$ cat config.mk
export PLATFORM = sky130hd
export DESIGN_NAME = tcap_timer
export DESIGN_NICKNAME = d
export VERILOG_FILES = /design/src/design/tcap_timer.v /design/src/design/tcap_pin_edge.v
export VERILOG_INCLUDE_DIRS = /design/src /design/src/design
export SDC_FILE = /design/constraint.sdc
export NUM_CORES = 1
export LEC_CHECK = 0
export ABC_AREA = 1
export BUFFER_PORTS_ARGS = -buffer_cell sky130_fd_sc_hd__buf_4
export CAP_MARGIN = 40
export CORE_ASPECT_RATIO = 0.9
export CORE_MARGIN = 8
export CORE_UTILIZATION = 35
export DETAILED_ROUTE_END_ITERATION = 7
export PLACE_DENSITY_LB_ADDON = 0.08
export SLEW_MARGIN = 15
export SYNTH_ARGS = -nofsm -noshare
export SYNTH_HDL_FRONTEND = slang
export SYNTH_HIERARCHICAL = 1
export SYNTH_SLANG_ARGS = --single-unit
$ cat constraint.sdc
create_clock -name core_clk -period 2.5 [get_ports core_clk]
set_input_delay 0.375 -clock core_clk [delete_from_list [all_inputs] [get_ports core_clk]]
set_output_delay 0.375 -clock core_clk [all_outputs]
set_load 0.01 [all_outputs]
$ cat src/design/tcap_map.vh
// Register map, field positions, reset values and timing for the capture timer
`ifndef TCAP_MAP_VH
`define TCAP_MAP_VH

// APB byte addresses
`define TCAP_ADDR_W          12
`define TCAP_OFS_CTRL        12'h000
`define TCAP_OFS_COUNT       12'h004
`define TCAP_OFS_CAPTURE     12'h008
`define TCAP_OFS_GLOBAL      12'h00C

// Control register fields
`define TCAP_BIT_MODE_HIGH   7
`define TCAP_BIT_MODE_MID    6
`define TCAP_BIT_EDGE_POL    5
`define TCAP_BIT_RUN_UFL     4
`define TCAP_BIT_PEND        3
`define TCAP_BIT_IRQ_EN      2
`define TCAP_CTRL_W          8
`define TCAP_CTRL_RESET      8'h00

// Mode field values: high and mid mode bits
`define TCAP_MODE_EVENT      2'h0
`define TCAP_MODE_CAPTURE    2'h1
`define TCAP_MODE_PWM        2'h2

// Global enable register
`define TCAP_BIT_GLOBAL_EN   0
`define TCAP_GLOBAL_RESET    1'h0

// Timer and capture registers
`define TCAP_CNT_W           16
`define TCAP_CNT_ZERO        16'h0000
`define TCAP_CNT_ONE         16'h0001
`define TCAP_CNT_RESET       16'hFFFF
`define TCAP_CAP_RESET       16'h0000

// Instruction clock derived from the core clock
`define TCAP_CLK_NS          20
`define TCAP_INSTR_NS        1000
`define TCAP_TICK_CYCLES     (`TCAP_INSTR_NS / `TCAP_CLK_NS)
`define TCAP_DIV_W           6
`define TCAP_DIV_ZERO        6'h00
`define TCAP_DIV_ONE         6'h01
// Last divider count, one below the tick period
`define TCAP_DIV_LAST        6'h31

`endif

$ cat src/design/tcap_timer.v
// Sixteen-bit down timer with input capture mode and APB register access
`timescale 1ns/1ns
`default_nettype none

`include "tcap_map.vh"

// How it works
// - Capture mode decrements the timer once per instruction clock tick.
// - In capture mode a selected edge on the timer pin copies the count into the capture register.
// - Edge polarity bit picks rising or falling capture edge.
// - Polarity may change while counting; count and mode stay undisturbed.
// - Capture or underflow raise the single timer interrupt when enabled.
// - In capture mode underflow sets the run bit, used as underflow flag.
// - A capture sets the capture pending flag.
// - Capture and underflow together set both flags.
// - Counting starts on entering capture mode and runs while it stays selected.
// - Other modes with run bit clear hold the timer still.
// - Interrupt goes out only with timer enable and global enable both set.
// - Mode bits 0,1,0 capture rising edges; 0,1,1 capture falling edges.
// - Control holds mode and run in bits 7..4, pending 3, enable 2.
module tcap_timer
(
  input  wire                     core_clk,   // Core clock, 50 MHz
  input  wire                     rst,        // Async reset, active high
  input  wire                     psel,       // APB select
  input  wire                     penable,    // APB access phase
  input  wire                     pwrite,     // APB write when high
  input  wire [`TCAP_ADDR_W-1:0]  paddr,      // APB byte address
  input  wire [31:0]              pwdata,     // APB write data
  output reg  [31:0]              prdata,     // APB read data
  output reg                      pready,     // APB ready
  output reg                      pslverr,    // APB error, unmapped address
  input  wire                     timer_pin,  // Timer pin input level
  output reg                      timer_irq   // Timer interrupt request to CPU
);

  // Control fields
  reg                     mode_select_high;
  reg                     mode_select_mid;
  reg                     edge_polarity_select;
  reg                     run_or_underflow_flag;
  reg                     capture_pending_flag;
  reg                     timer_irq_enable;
  reg                     global_irq_enable;
  reg [`TCAP_CNT_W-1:0]   timer_count;
  reg [`TCAP_CNT_W-1:0]   capture_reload_reg;
  reg [`TCAP_DIV_W-1:0]   div_count;
  reg                     tick;

  wire                    pin_rise;
  wire                    pin_fall;

  function is_mode;
    input       hi;
    input       mid;
    input [1:0] code;
    begin
      is_mode = ({hi, mid} == code);
    end
  endfunction

  function addr_hit;
    input [`TCAP_ADDR_W-1:0] addr;
    input [`TCAP_ADDR_W-1:0] ofs;
    begin
      addr_hit = (addr == ofs);
    end
  endfunction

  function is_reg;
    input [`TCAP_ADDR_W-1:0] addr;
    begin
      is_reg = addr_hit(addr, `TCAP_OFS_CTRL) || addr_hit(addr, `TCAP_OFS_COUNT) ||
               addr_hit(addr, `TCAP_OFS_CAPTURE) || addr_hit(addr, `TCAP_OFS_GLOBAL);
    end
  endfunction

  wire capture_mode = is_mode(mode_select_high, mode_select_mid, `TCAP_MODE_CAPTURE);
  wire pwm_mode     = is_mode(mode_select_high, mode_select_mid, `TCAP_MODE_PWM);
  wire event_mode   = is_mode(mode_select_high, mode_select_mid, `TCAP_MODE_EVENT);

  wire setup_phase  = psel & ~penable;
  wire access_done  = psel & penable & pready;
  // Writes land only at the access edge, never at setup
  wire wr_access    = access_done & pwrite;
  wire wr_ctrl      = wr_access & addr_hit(paddr, `TCAP_OFS_CTRL);
  wire wr_count     = wr_access & addr_hit(paddr, `TCAP_OFS_COUNT);
  wire wr_capture   = wr_access & addr_hit(paddr, `TCAP_OFS_CAPTURE);
  wire wr_global    = wr_access & addr_hit(paddr, `TCAP_OFS_GLOBAL);

  // Instruction clock enable, one core cycle in every fifty
  // Divider starts at zero, so the first tick comes fifty cycles after reset
  always @(posedge core_clk or posedge rst)
  begin
    if (rst)
    begin
      div_count <= `TCAP_DIV_ZERO;
      tick      <= 1'b0;
    end
    else if (div_count == `TCAP_DIV_LAST)
    begin
      div_count <= `TCAP_DIV_ZERO;
      tick      <= 1'b1;
    end
    else
    begin
      div_count <= div_count + `TCAP_DIV_ONE;
      tick      <= 1'b0;
    end
  end

  tcap_pin_edge u_pin_edge
  (
    .core_clk (core_clk),
    .rst      (rst),
    .tick     (tick),
    .pin_in   (timer_pin),
    .rise     (pin_rise),
    .fall     (pin_fall)
  );

  // Selected edge; polarity bit is read live so it may change mid-count
  wire sel_edge = edge_polarity_select ? pin_fall : pin_rise;

  // Count step: capture mode on every tick, PWM on ticks with run, event on pin edges with run
  wire count_step = capture_mode ? tick :
                    (run_or_underflow_flag &
                     ((pwm_mode & tick) | (event_mode & sel_edge)));
  wire at_zero    = (timer_count == `TCAP_CNT_ZERO);
  wire underflow  = count_step & at_zero;
  wire capture    = capture_mode & sel_edge;
  wire reload     = underflow & ~capture_mode;

  // Timer register; a software write overrides the step in the same cycle
  reg [`TCAP_CNT_W-1:0]   next_timer_count;

  always @*
  begin
    next_timer_count = timer_count;
    if (wr_count)
    begin
      next_timer_count = pwdata[`TCAP_CNT_W-1:0];
    end
    else if (reload)
    begin
      next_timer_count = capture_reload_reg;
    end
    else if (count_step)
    begin
      // Capture mode wraps through zero to all ones, with no reload
      next_timer_count = timer_count - `TCAP_CNT_ONE;
    end
  end

  always @(posedge core_clk or posedge rst)
  begin
    if (rst)
    begin
      timer_count <= `TCAP_CNT_RESET;
    end
    else
    begin
      timer_count <= next_timer_count;
    end
  end

  // Capture wins over a software write landing in the same cycle
  reg [`TCAP_CNT_W-1:0]   next_capture;

  always @*
  begin
    next_capture = capture_reload_reg;
    if (capture)
    begin
      // Count before this tick's decrement is what gets captured
      next_capture = timer_count;
    end
    else if (wr_capture)
    begin
      next_capture = pwdata[`TCAP_CNT_W-1:0];
    end
  end

  always @(posedge core_clk or posedge rst)
  begin
    if (rst)
    begin
      capture_reload_reg <= `TCAP_CAP_RESET;
    end
    else
    begin
      capture_reload_reg <= next_capture;
    end
  end

  // Configuration fields of the control register; only a control write moves them
  always @(posedge core_clk or posedge rst)
  begin
    if (rst)
    begin
      mode_select_high     <= 1'b0;
      mode_select_mid      <= 1'b0;
      edge_polarity_select <= 1'b0;
      timer_irq_enable     <= 1'b0;
    end
    else if (wr_ctrl)
    begin
      mode_select_high     <= pwdata[`TCAP_BIT_MODE_HIGH];
      mode_select_mid      <= pwdata[`TCAP_BIT_MODE_MID];
      edge_polarity_select <= pwdata[`TCAP_BIT_EDGE_POL];
      timer_irq_enable     <= pwdata[`TCAP_BIT_IRQ_EN];
    end
  end

  // Global enable stands in for the CPU status bit
  always @(posedge core_clk or posedge rst)
  begin
    if (rst)
    begin
      global_irq_enable <= `TCAP_GLOBAL_RESET;
    end
    else if (wr_global)
    begin
      global_irq_enable <= pwdata[`TCAP_BIT_GLOBAL_EN];
    end
  end

  // Underflow flag in capture mode, run control elsewhere; a set beats a clear
  always @(posedge core_clk or posedge rst)
  begin
    if (rst)
    begin
      run_or_underflow_flag <= 1'b0;
    end
    else if (capture_mode & underflow)
    begin
      run_or_underflow_flag <= 1'b1;
    end
    else if (wr_ctrl)
    begin
      run_or_underflow_flag <= pwdata[`TCAP_BIT_RUN_UFL];
    end
  end

  // Capture in capture mode, reload in the other modes; a set beats a clear
  always @(posedge core_clk or posedge rst)
  begin
    if (rst)
    begin
      capture_pending_flag <= 1'b0;
    end
    else if (capture | reload)
    begin
      capture_pending_flag <= 1'b1;
    end
    else if (wr_ctrl)
    begin
      capture_pending_flag <= pwdata[`TCAP_BIT_PEND];
    end
  end

  // Interrupt request: run bit counts as a source only in capture mode
  wire irq_source = capture_pending_flag | (capture_mode & run_or_underflow_flag);

  always @(posedge core_clk or posedge rst)
  begin
    if (rst)
    begin
      timer_irq <= 1'b0;
    end
    else
    begin
      // Registered, so the request reaches the CPU one cycle after the flag
      timer_irq <= irq_source & timer_irq_enable & global_irq_enable;
    end
  end

  // Read mux; reserved control bits read as zero
  reg [31:0] next_prdata;

  always @*
  begin
    next_prdata = 32'h0000_0000;
    case (paddr)
      `TCAP_OFS_CTRL:
      begin
        next_prdata[`TCAP_BIT_MODE_HIGH] = mode_select_high;
        next_prdata[`TCAP_BIT_MODE_MID]  = mode_select_mid;
        next_prdata[`TCAP_BIT_EDGE_POL]  = edge_polarity_select;
        next_prdata[`TCAP_BIT_RUN_UFL]   = run_or_underflow_flag;
        next_prdata[`TCAP_BIT_PEND]      = capture_pending_flag;
        next_prdata[`TCAP_BIT_IRQ_EN]    = timer_irq_enable;
      end
      `TCAP_OFS_COUNT:
      begin
        next_prdata[`TCAP_CNT_W-1:0] = timer_count;
      end
      `TCAP_OFS_CAPTURE:
      begin
        next_prdata[`TCAP_CNT_W-1:0] = capture_reload_reg;
      end
      `TCAP_OFS_GLOBAL:
      begin
        next_prdata[`TCAP_BIT_GLOBAL_EN] = global_irq_enable;
      end
      default:
      begin
        next_prdata = 32'h0000_0000;
      end
    endcase
  end

  // Zero-wait APB: ready is raised at the setup edge, so the first access
  // edge completes. Read data is captured at setup and may be one cycle
  // older than the access edge; a count read is thus up to one core cycle stale.
  always @(posedge core_clk or posedge rst)
  begin
    if (rst)
    begin
      pready  <= 1'b0;
      pslverr <= 1'b0;
      prdata  <= 32'h0000_0000;
    end
    else
    begin
      pready  <= setup_phase;
      pslverr <= setup_phase & ~is_reg(paddr);
      // Unmapped addresses answer with an error and touch no register
      if (setup_phase)
      begin
        prdata <= next_prdata;
      end
    end
  end

endmodule

`default_nettype wire

$ cat src/design/tcap_pin_edge.v
// Timer pin synchroniser and instruction-tick edge detector
`timescale 1ns/1ns
`default_nettype none

module tcap_pin_edge
(
  input  wire core_clk,   // Core clock
  input  wire rst,        // Async reset, active high
  input  wire tick,       // Instruction clock enable
  input  wire pin_in,     // Raw timer pin level
  output wire rise,       // Rising edge seen, one tick pulse
  output wire fall        // Falling edge seen, one tick pulse
);

  reg sync_a;
  reg sync_b;
  reg sample;
  reg primed;

  // Only sync_b is looked at past the first stage
  always @(posedge core_clk or posedge rst)
  begin
    if (rst)
    begin
      sync_a <= 1'b0;
      sync_b <= 1'b0;
      sample <= 1'b0;
      primed <= 1'b0;
    end
    else
    begin
      sync_a <= pin_in;
      sync_b <= sync_a;
      if (tick)
      begin
        sample <= sync_b;
        primed <= 1'b1;
      end
    end
  end

  // First tick after reset only loads the sample, so a high pin is no edge
  assign rise = tick & primed & sync_b & ~sample;
  assign fall = tick & primed & ~sync_b & sample;

endmodule

`default_nettype wire

==> flow_summary.json, run 1 <==
{
  "status": "complete, no violations",
  "ys_warn_count": 6,
  "syn_avg_cell_area_um2": 7.32,
  "core_area_um2": 12000,
  "ant_nets": 0,
  "cpMostUsedCell": "nand2_1",
  "cpPeakStageDelay_ns": 0.48,
  "nNetsFinal": 692,
  "fill_cells": 1271,
  "p_total_w": 0.00264,
  "numCtsBuffers": 9,
  "rsz0062_at_grt": "no",
  "arrival_ns": 2.27,
  "grt_max_degree": 66,
  "rrSetupSlack_ns": 0.50,
  "fin_hold_ws_ns": 0.148,
  "crit_chain": "nand2_1, nor2_1, inv_1, nand2_1, nand3_1, nand2_1, nand2_1, nand2_2, nand3_4, nand2_1, nand3_1, nand2_1, nand2_1",
  "ys_seq_area_frac": 0.409,
  "grt-ovfl-total": 0,
  "worstPathMaxFanout": 15,
  "clock_sinks": 69,
  "fin_crit_sh": 0.799,
  "num_antenna_cells": 0,
  "utilization": 0.426,
  "pwr_density_cell_nw_per_um2": 517,
  "grt_pass1_vias": 4020,
  "critPathKind": "register to register",
  "htree_levels": 3,
  "port_buffers": 52,
  "clk_pin_slew_worst_paths_ns": 0.06,
  "cp_slowest_cell": "dfrtp_1",
  "fin_setup_tns_ns": 0,
  "path_buf_inv": 1,
  "cts_setup_buffers": 0,
  "start_util": 0.356,
  "synth_enable_flop_cells": 0,
  "cp-start-kind": "register",
  "leakagePower_nw": 2.63,
  "cp_top_family": "simple AND/OR/NAND/NOR gates",
  "layout-drive-gt1-share": 0.196,
  "track_usage": 0.161,
  "ys_seq_elements": 69,
  "tightest_slew_ns": 0.559,
  "antenna_found_initial": 0,
  "dp_cells": 787,
  "post-route-min-period_ns": 2.00,
  "drt_first_pass_iters": 5,
  "hold_depth": 1,
  "synth_area_um2": 4270,
  "row_count": 38,
  "vias": 3908,
  "rr_startpoint": "tick",
  "slew_violations": 0,
  "synthFlopType": "dfrtp_1",
  "hold_violations": 0,
  "drt_iter0_markers": 220,
  "dieArea_um2": 16000,
  "cts_tree": "done",
  "vias_per_cell": 4.86,
  "dp_hpwl_mm": 9.40,
  "clockRootBuffer": "clkbuf_16",
  "worstHoldStart": "timer_pin",
  "drc": 0,
  "fin_skew_ns": 0.00676,
  "synth_cell_type_count": 41,
  "hold_end": "u_pin_edge/sync_a",
  "post_drt_wl_per_cell_um": 15.6,
  "rr_worst_depth": 13,
  "ys_async_sr_fraction": 1.00,
  "vdd_drop_max_mv": 0.291,
  "rr_endpoint": "timer_count[3]",
  "die_h_um": 121,
  "worstPathRequired_ns": 2.77,
  "wl_mm": 12.5,
  "cts_buffer_depth": 2,
  "synthCells": 583,
  "die_x_um": 132,
  "ioPinCount": 85,
  "clock.fmax_ghz": 0.501,
  "min_path_type": "primary input to register",
  "grt_pass1_wl_mm": 20.6,
  "relSlewSlack": 0.625,
  "cap_violations": 0,
  "final_cell_count_no_fill": 804,
  "setup_viol": 0,
  "endpoint_kind": "register",
  "area_growth_pct": 19.7,
  "clock_insertion_delay_worst_skew_ns": 0.33,
  "gp_congestion": 0.817
}
layout by cell type (no fill, tap or decap), types with 6 or more instances in the layout:
| cell | n |
|---|---|
| buf_4 | 62 |
| nand3_1 | 27 |
| conb_1 | 16 |
| inv_1 | 77 |
| nand2_1 | 194 |
| xor2_1 | 12 |
| a21oi_1 | 8 |
| clkbuf_16 | 9 |
| o221ai_1 | 6 |
| o211ai_1 | 10 |
| o21ai_0 | 34 |
| nand4_1 | 14 |
| dfrtp_1 | 53 |
| dfstp_2 | 16 |
| nor2_1 | 38 |
| inv_2 | 8 |
| o22ai_1 | 10 |
cells by family (layout without fill, tap and decap cells):
family          after synthesis  after routing  share of synthesized area
other cells                   1             16                   0.000879
buf+inv                     120            166                      0.131
xor+xnor                     13             13                     0.0267
simple gates                297            297                      0.307
mux                           1              1                    0.00264
compound gates               79             79                      0.114
fa+ha+maj                     3              3                    0.00880
flops                        69             69                      0.409
cells in the mapped netlist (2+ instances only):
cell type | instances | area (µm²)
a31oi_1 | 3 | 18.8
nand3_4 | 2 | 35.0
o22ai_1 | 10 | 62.6
dfstp_2 | 16 | 420
o21ai_0 | 34 | 170
dfrtp_1 | 53 | 1330
buf_6 | 3 | 33.8
buf_2 | 5 | 25.0
nand3_1 | 27 | 135
nand4_1 | 14 | 87.6
nor2_2 | 3 | 18.8
xor2_1 | 12 | 105
or2_2 | 2 | 12.5
or2_1 | 2 | 12.5
inv_2 | 7 | 26.3
nor2_4 | 3 | 33.8
o211ai_1 | 10 | 75.1
nand2_1 | 194 | 728
o21ai_1 | 3 | 15.0
inv_1 | 78 | 293
a21oi_1 | 8 | 40.0
nor3_1 | 4 | 20.0
buf_4 | 21 | 158
clkbuf_1 | 4 | 15.0
o221ai_1 | 6 | 52.6
ha_1 | 3 | 37.5
nor2_1 | 38 | 143
o21ai_2 | 2 | 17.5
nand2_2 | 4 | 25.0
per-stage QoR:
step	instance area, µm²	worst slack (ns)
floorplan	4320	0.525
global placement	4770	0.490
detailed placement	4770	0.444
CTS	5110	0.507
global route	5110	0.320
finish	5110	0.503
report_power, final:
| group | switching [W] | internal [W] |
|---|---|---|
| combinational | 0.0000753 | 0.0000475 |
| clock | 0.000496 | 0.000898 |
| sequential | 0.00000152 | 0.00112 |
worst max path at each step:
stage / from / to / slack [ns] / cells after the start
3_3_place_gp: paddr[11] / run_or_underflow_flag / 0.49 / 10
4_1_cts: tick / timer_count[3] / 0.51 / 13
2_1_floorplan: rst / capture_pending_flag / 0.53 / 1
6_report: tick / timer_count[3] / 0.50 / 13
5_1_grt: tick / timer_count[7] / 0.32 / 13
3_5_place_dp: paddr[11] / run_or_underflow_flag / 0.44 / 10
layout make-up:
class | count | area, µm² | area share
multi-input combinational | 409 | 2020 | 0.395
tap | 160 | 200 | 0.0392
clock inverter | 6 | 86.3 | 0.0169
inverter | 86 | 323 | 0.0632
timing repair buffer | 64 | 495 | 0.0970
clock buffer | 10 | 239 | 0.0468
sequential | 69 | 1750 | 0.342
layer usage:
layer,routed length (µm),global-route usage,part of all wire
met5,0,0,0
met4,256,0.0574,0.020
met3,714,0.0477,0.057
met2,5660,0.253,0.45
met1,5870,0.208,0.47
timing repair:
item / in CTS / in global routing
hold endpoints to repair: 4 / 0
setup endpoints to repair: 0 / 0
hold buffers: 1 / 0
resized for setup: 0 / 0
Note: power is estimated with default switching activity, not from simulation.
==> run 2: changes to the inputs <==
==> constraint.sdc (replaced) <==
create_clock -name core_clk -period 1.75 [get_ports core_clk]
set_input_delay 0.2625 -clock core_clk [delete_from_list [all_inputs] [get_ports core_clk]]
set_output_delay 0.2625 -clock core_clk [all_outputs]
set_load 0.01 [all_outputs]
==> flow_summary.json, run 2 (synthesized netlist as in run 1, its figures left out) <==
{
  "post-route-min-period_ns": 1.73,
  "dieArea_um2": 16000,
  "clock.fmax_ghz": 0.579,
  "cp_slowest_cell": "dfrtp_1",
  "cpPeakStageDelay_ns": 0.39,
  "start_util": 0.356,
  "die_x_um": 132,
  "clock_sinks": 69,
  "clock_insertion_delay_worst_skew_ns": 0.35,
  "vias": 4036,
  "hold_depth": 1,
  "cp-start-kind": "register",
  "drt_iter0_markers": 243,
  "cap_violations": 0,
  "nNetsFinal": 724,
  "rr_endpoint": "capture_reload_reg[0]",
  "combPwrFrac": 0.051,
  "intPower_w": 0.00268,
  "worstPathRequired_ns": 2.02,
  "htree_levels": 3,
  "grt_pass1_wl_mm": 20.4,
  "wl_mm": 13.0,
  "layout_common_cells": "nand2_1 (176), buf_4 (85), inv_1 (72)",
  "crit_start": "u_pin_edge/sample",
  "grt_busiest_layer": "met2",
  "final_cell_count_no_fill": 836,
  "fill_cells": 1269,
  "fin_ws_ns": 0.0237,
  "die_h_um": 121,
  "leakagePower_nw": 2.76,
  "rsz0062_at_grt": "yes",
  "clockRootBuffer": "clkbuf_16",
  "rrSetupSlack_ns": 0.02,
  "use_met3": 0.0498,
  "endpoint_kind": "register",
  "rr_worst_depth": 11,
  "mostFrequentLayoutCell": "nand2_1",
  "grt_pass1_vias": 3992,
  "register_area_um2": 1750,
  "setup_viol": 0,
  "drc": 0,
  "grt_max_degree": 33,
  "layout-drive-gt1-share": 0.287,
  "num_antenna_cells": 0,
  "min_path_type": "primary input to register",
  "drt_first_pass_iters": 5,
  "area_growth_pct": 29.3,
  "port_buffers": 52,
  "track_usage": 0.162,
  "ioPinCount": 85,
  "cts_buffer_depth": 2,
  "met2_usage": 0.257,
  "fin_skew_ns": 0.00702,
  "grt-ovfl-total": 0,
  "hold_end": "u_pin_edge/sync_a",
  "vdd_drop_max_mv": 0.422,
  "post_drt_wl_per_cell_um": 15.6,
  "dp_hpwl_mm": 9.77,
  "arrival_ns": 1.99,
  "gp_congestion": 0.882,
  "power_frac_seq": 0.450,
  "fin_crit_sh": 0.986,
  "antenna_found_initial": 0,
  "cts_tree": "done",
  "hold_violations": 0,
  "worstPathMaxFanout": 8,
  "fin_setup_tns_ns": 0,
  "slew_violations": 0,
  "row_count": 38,
  "core_area_um2": 12000,
  "pwr_density_cell_nw_per_um2": 647,
  "relSlewSlack": 0.645,
  "crit_chain": "inv_1, nand2_2, nor2_4, nand2_2, buf_6, a21oi_4, inv_4, o21ai_4, clkbuf_16, nor2_2, a31oi_1",
  "worstHoldStart": "timer_pin",
  "post-place-ws_ns": -0.00222,
  "status": "complete, no violations",
  "cpMostUsedCell": "nand2_2",
  "switching_share": 0.248,
  "multi_input_area_um2": 2160,
  "power.share.clock": 0.499,
  "p_sw_w": 0.000886,
  "rr_startpoint": "u_pin_edge/sample",
  "numCtsBuffers": 9,
  "ant_nets": 0,
  "vias_per_cell": 4.83,
  "tightest_slew_ns": 0.531,
  "clk_pin_slew_worst_paths_ns": 0.06,
  "dp_cells": 813,
  "critPathKind": "register to register",
  "met1_usage": 0.203
}
-- run 2: per-layer routing --
| metal | vias to the layer above | part of all wire | wire (µm) |
|---|---|---|---|
| met3 | 16 | 0.052 | 684 |
| met2 | 101 | 0.46 | 5960 |
| met5 | - | 0 | 0 |
| li1 | 2005 | - | - |
| met1 | 1914 | 0.47 | 6160 |
| met4 | 0 | 0.018 | 232 |
-- run 2: layout make-up --
cell class / count / share of cell area
repair buffers: 95 / 0.145
flip-flops and latches: 69 / 0.317
well taps: 160 / 0.0363
multi-input cells: 410 / 0.391
clock inverters: 6 / 0.00839
clock buffers: 10 / 0.0433
inverters: 86 / 0.0596
-- run 2: how the worst max path moves through the flow --
stage,to,slack [ns]
after floorplan,timer_count[15],0.14
after global placement,capture_pending_flag,-0.01
after detailed placement,capture_reload_reg[2],-0.002
after CTS,capture_reload_reg[2],0.02
after global routing,timer_count[15],-0.06
final,capture_reload_reg[0],0.02
-- run 2: what timing repair did --
| action | 4_1_cts | 5_1_grt |
|---|---|---|
| endpoints found under the hold margin | 19 | 0 |
| resized for setup | 2 | 48 |
| hold buffers | 1 | 0 |
| gates cloned | 0 | 3 |
| pin swaps | 0 | 11 |
| setup endpoints to repair | 10 | 33 |
| buffers inserted | 0 | 3 |
-- run 2: power by group through the flow --
| stage | Combinational (W) | Clock (W) | Sequential (W) |
|---|---|---|---|
| after detailed placement | 0.000183 | 0 | 0.00163 |
| after floorplan | 0.0000983 | 0 | 0.00163 |
| after global routing | 0.000203 | 0.00189 | 0.00160 |
| after CTS | 0.000185 | 0.00184 | 0.00160 |
| final | 0.000183 | 0.00178 | 0.00160 |
| after global placement | 0.000181 | 0 | 0.00163 |
-- run 2: stage by stage --
stage           util  total power (W)  hold WS [ns]  cell area (µm²)
2_1_floorplan      -          0.00173        0.0286             4330
3_3_place_gp   0.416          0.00181         0.176             4980
3_5_place_dp   0.416          0.00182         0.181             4980
4_1_cts        0.441          0.00363       0.00390             5280
5_1_grt        0.461          0.00370       0.00636             5520
6_report       0.461          0.00357        0.0191             5520
-- run 2: critical path: cells and delay by family (launching register included) --
kind | cells | cell delay (ns)
compound gates | 3 | 0.48
simple gates | 4 | 0.29
buf+inv | 4 | 0.47
flops | 1 | 0.39
==> run 3: changes to the inputs <==
==> constraint.sdc (replaced) <==
create_clock -name core_clk -period 1.75 [get_ports core_clk]
set_input_delay 0.35 -clock core_clk [delete_from_list [all_inputs] [get_ports core_clk]]
set_output_delay 0.35 -clock core_clk [all_outputs]
set_load 0.01 [all_outputs]
==> flow_summary.json, run 3 (synthesized netlist as in run 1, its figures left out) <==
{
  "drt_first_pass_iters": 5,
  "dp_hpwl_mm": 9.70,
  "rsz0062_at_grt": "yes",
  "ioPinCount": 85,
  "worstPathMaxFanout": 7,
  "status": "complete, no violations",
  "clockRootBuffer": "clkbuf_16",
  "register_area_um2": 1750,
  "grt_max_degree": 66,
  "slew_violations": 0,
  "cts_buffer_depth": 2,
  "p_total_w": 0.00369,
  "numCtsBuffers": 9,
  "cap_violations": 0,
  "cp-start-kind": "register",
  "start_util": 0.356,
  "grt-ovfl-total": 0,
  "layout_common_cells": "nand2_1 (190), buf_4 (89), inv_1 (72)",
  "vias_per_cell": 4.80,
  "row_count": 38,
  "die_x_um": 132,
  "post-route-min-period_ns": 1.64,
  "fin_hold_ws_ns": 0.114,
  "core_area_um2": 12000,
  "clock_insertion_delay_worst_skew_ns": 0.34,
  "dieArea_um2": 16000,
  "fill_cells": 1280,
  "wl_mm": 12.5,
  "pwr_density_cell_nw_per_um2": 680,
  "hold_violations": 0,
  "setup_viol": 0,
  "die_h_um": 121,
  "dp_cells": 814,
  "mostFrequentLayoutCell": "nand2_1",
  "cts_tree": "done",
  "drt_iter0_markers": 220,
  "track_usage": 0.161,
  "utilization": 0.453,
  "final_cell_count_no_fill": 837,
  "grt_pass1_wl_mm": 20.4,
  "layout-drive-gt1-share": 0.257,
  "endpoint_kind": "register",
  "clock_sinks": 69,
  "gp_congestion": 0.845,
  "leakagePower_nw": 2.77,
  "vdd_drop_max_mv": 0.379,
  "clock.fmax_ghz": 0.608,
  "ant_nets": 0,
  "critPathKind": "register to register",
  "grt_pass1_vias": 4028,
  "drc": 0,
  "htree_levels": 3,
  "area_growth_pct": 27.1,
  "fin_crit_sh": 0.939,
  "arrival_ns": 1.93,
  "vias": 4016,
  "multi_input_area_um2": 2080,
  "nNetsFinal": 725,
  "antenna_found_initial": 0,
  "post_drt_wl_per_cell_um": 15.0,
  "worstPathRequired_ns": 2.03,
  "num_antenna_cells": 0,
  "clk_pin_slew_worst_paths_ns": 0.06,
  "min_path_type": "primary input to register",
  "port_buffers": 52,
  "fin_skew_ns": 0.00657
}
-- run 3: changes by cell type in the layout (fill, tap and decap cells not counted), sizes merged --
cell,before,now
inv,86,88
bufinv,0,1
clkinvlp,3,1
buf,92,95
clkbuf,12,9
-- run 3: critical path, stage by stage, from the launching register on --
cell	delay (ns)
dfstp_2	0.39
inv_2	0.12
nand2_1	0.11
nor2_2	0.12
nand2_1	0.10
nor2_4	0.19
buf_6	0.13
nand3_4	0.13
o21ai_2	0.17
nand2_1	0.07
nand2_1	0.06
-- run 3: power by group --
group / internal, W / switching, W
clock network: 0.00112 / 0.000779
logic: 0.0000734 / 0.000111
registers: 0.00160 / 0.00000219
-- run 3: timing repair --
action,CTS,global route
pin swaps,0,6
hold endpoints to repair,4,0
gates cloned,0,1
endpoints found under the setup margin,4,32
gates resized for setup,1,22
setup buffers,0,5
hold buffers,1,0
-- run 3: worst paths after layout --
path                            slack (ns)                 to              start  cells after the start
worst max-delay path                  0.11     timer_count[4]     timer_count[8]                     10
worst min-delay path                  0.11  u_pin_edge/sync_a          timer_pin                      1
worst max register to register        0.11     timer_count[4]     timer_count[8]                     10
worst min register to register        0.35  u_pin_edge/sync_b  u_pin_edge/sync_a                      0
max in group asynchronous             0.74     timer_count[6]                rst                      4
min in group asynchronous             0.47  u_pin_edge/sync_a                rst                      3
-- run 3: area by class of cell --
cell class,count,share of cell area
Inverter,86,0.0602
Sequential cell,69,0.322
Multi-Input combinational cell,410,0.383
Clock buffer,9,0.0415
Timing Repair Buffer,96,0.142
Tap cell,160,0.0369
Clock inverter,7,0.0145
-- run 3: per-layer routing --
| metal | wire length, µm | part of all wire | track usage |
|---|---|---|---|
| met1 | 5840 | 0.47 | 0.206 |
| met2 | 5880 | 0.47 | 0.262 |
| met3 | 716 | 0.057 | 0.0468 |
| met4 | 77 | 0.0062 | 0.0361 |
| met5 | 0 | 0 | 0 |
-- run 3: through the flow --
step	setup slack [ns]	cell area (µm²)	TNS [ns]
final	0.106	5430	0
after global routing	-0.0420	5430	-0.0739
after CTS	0.0153	5320	0
after detailed placement	-0.0349	5000	-0.0544
after global placement	0.0435	5000	0
after floorplan	0.140	4330	0
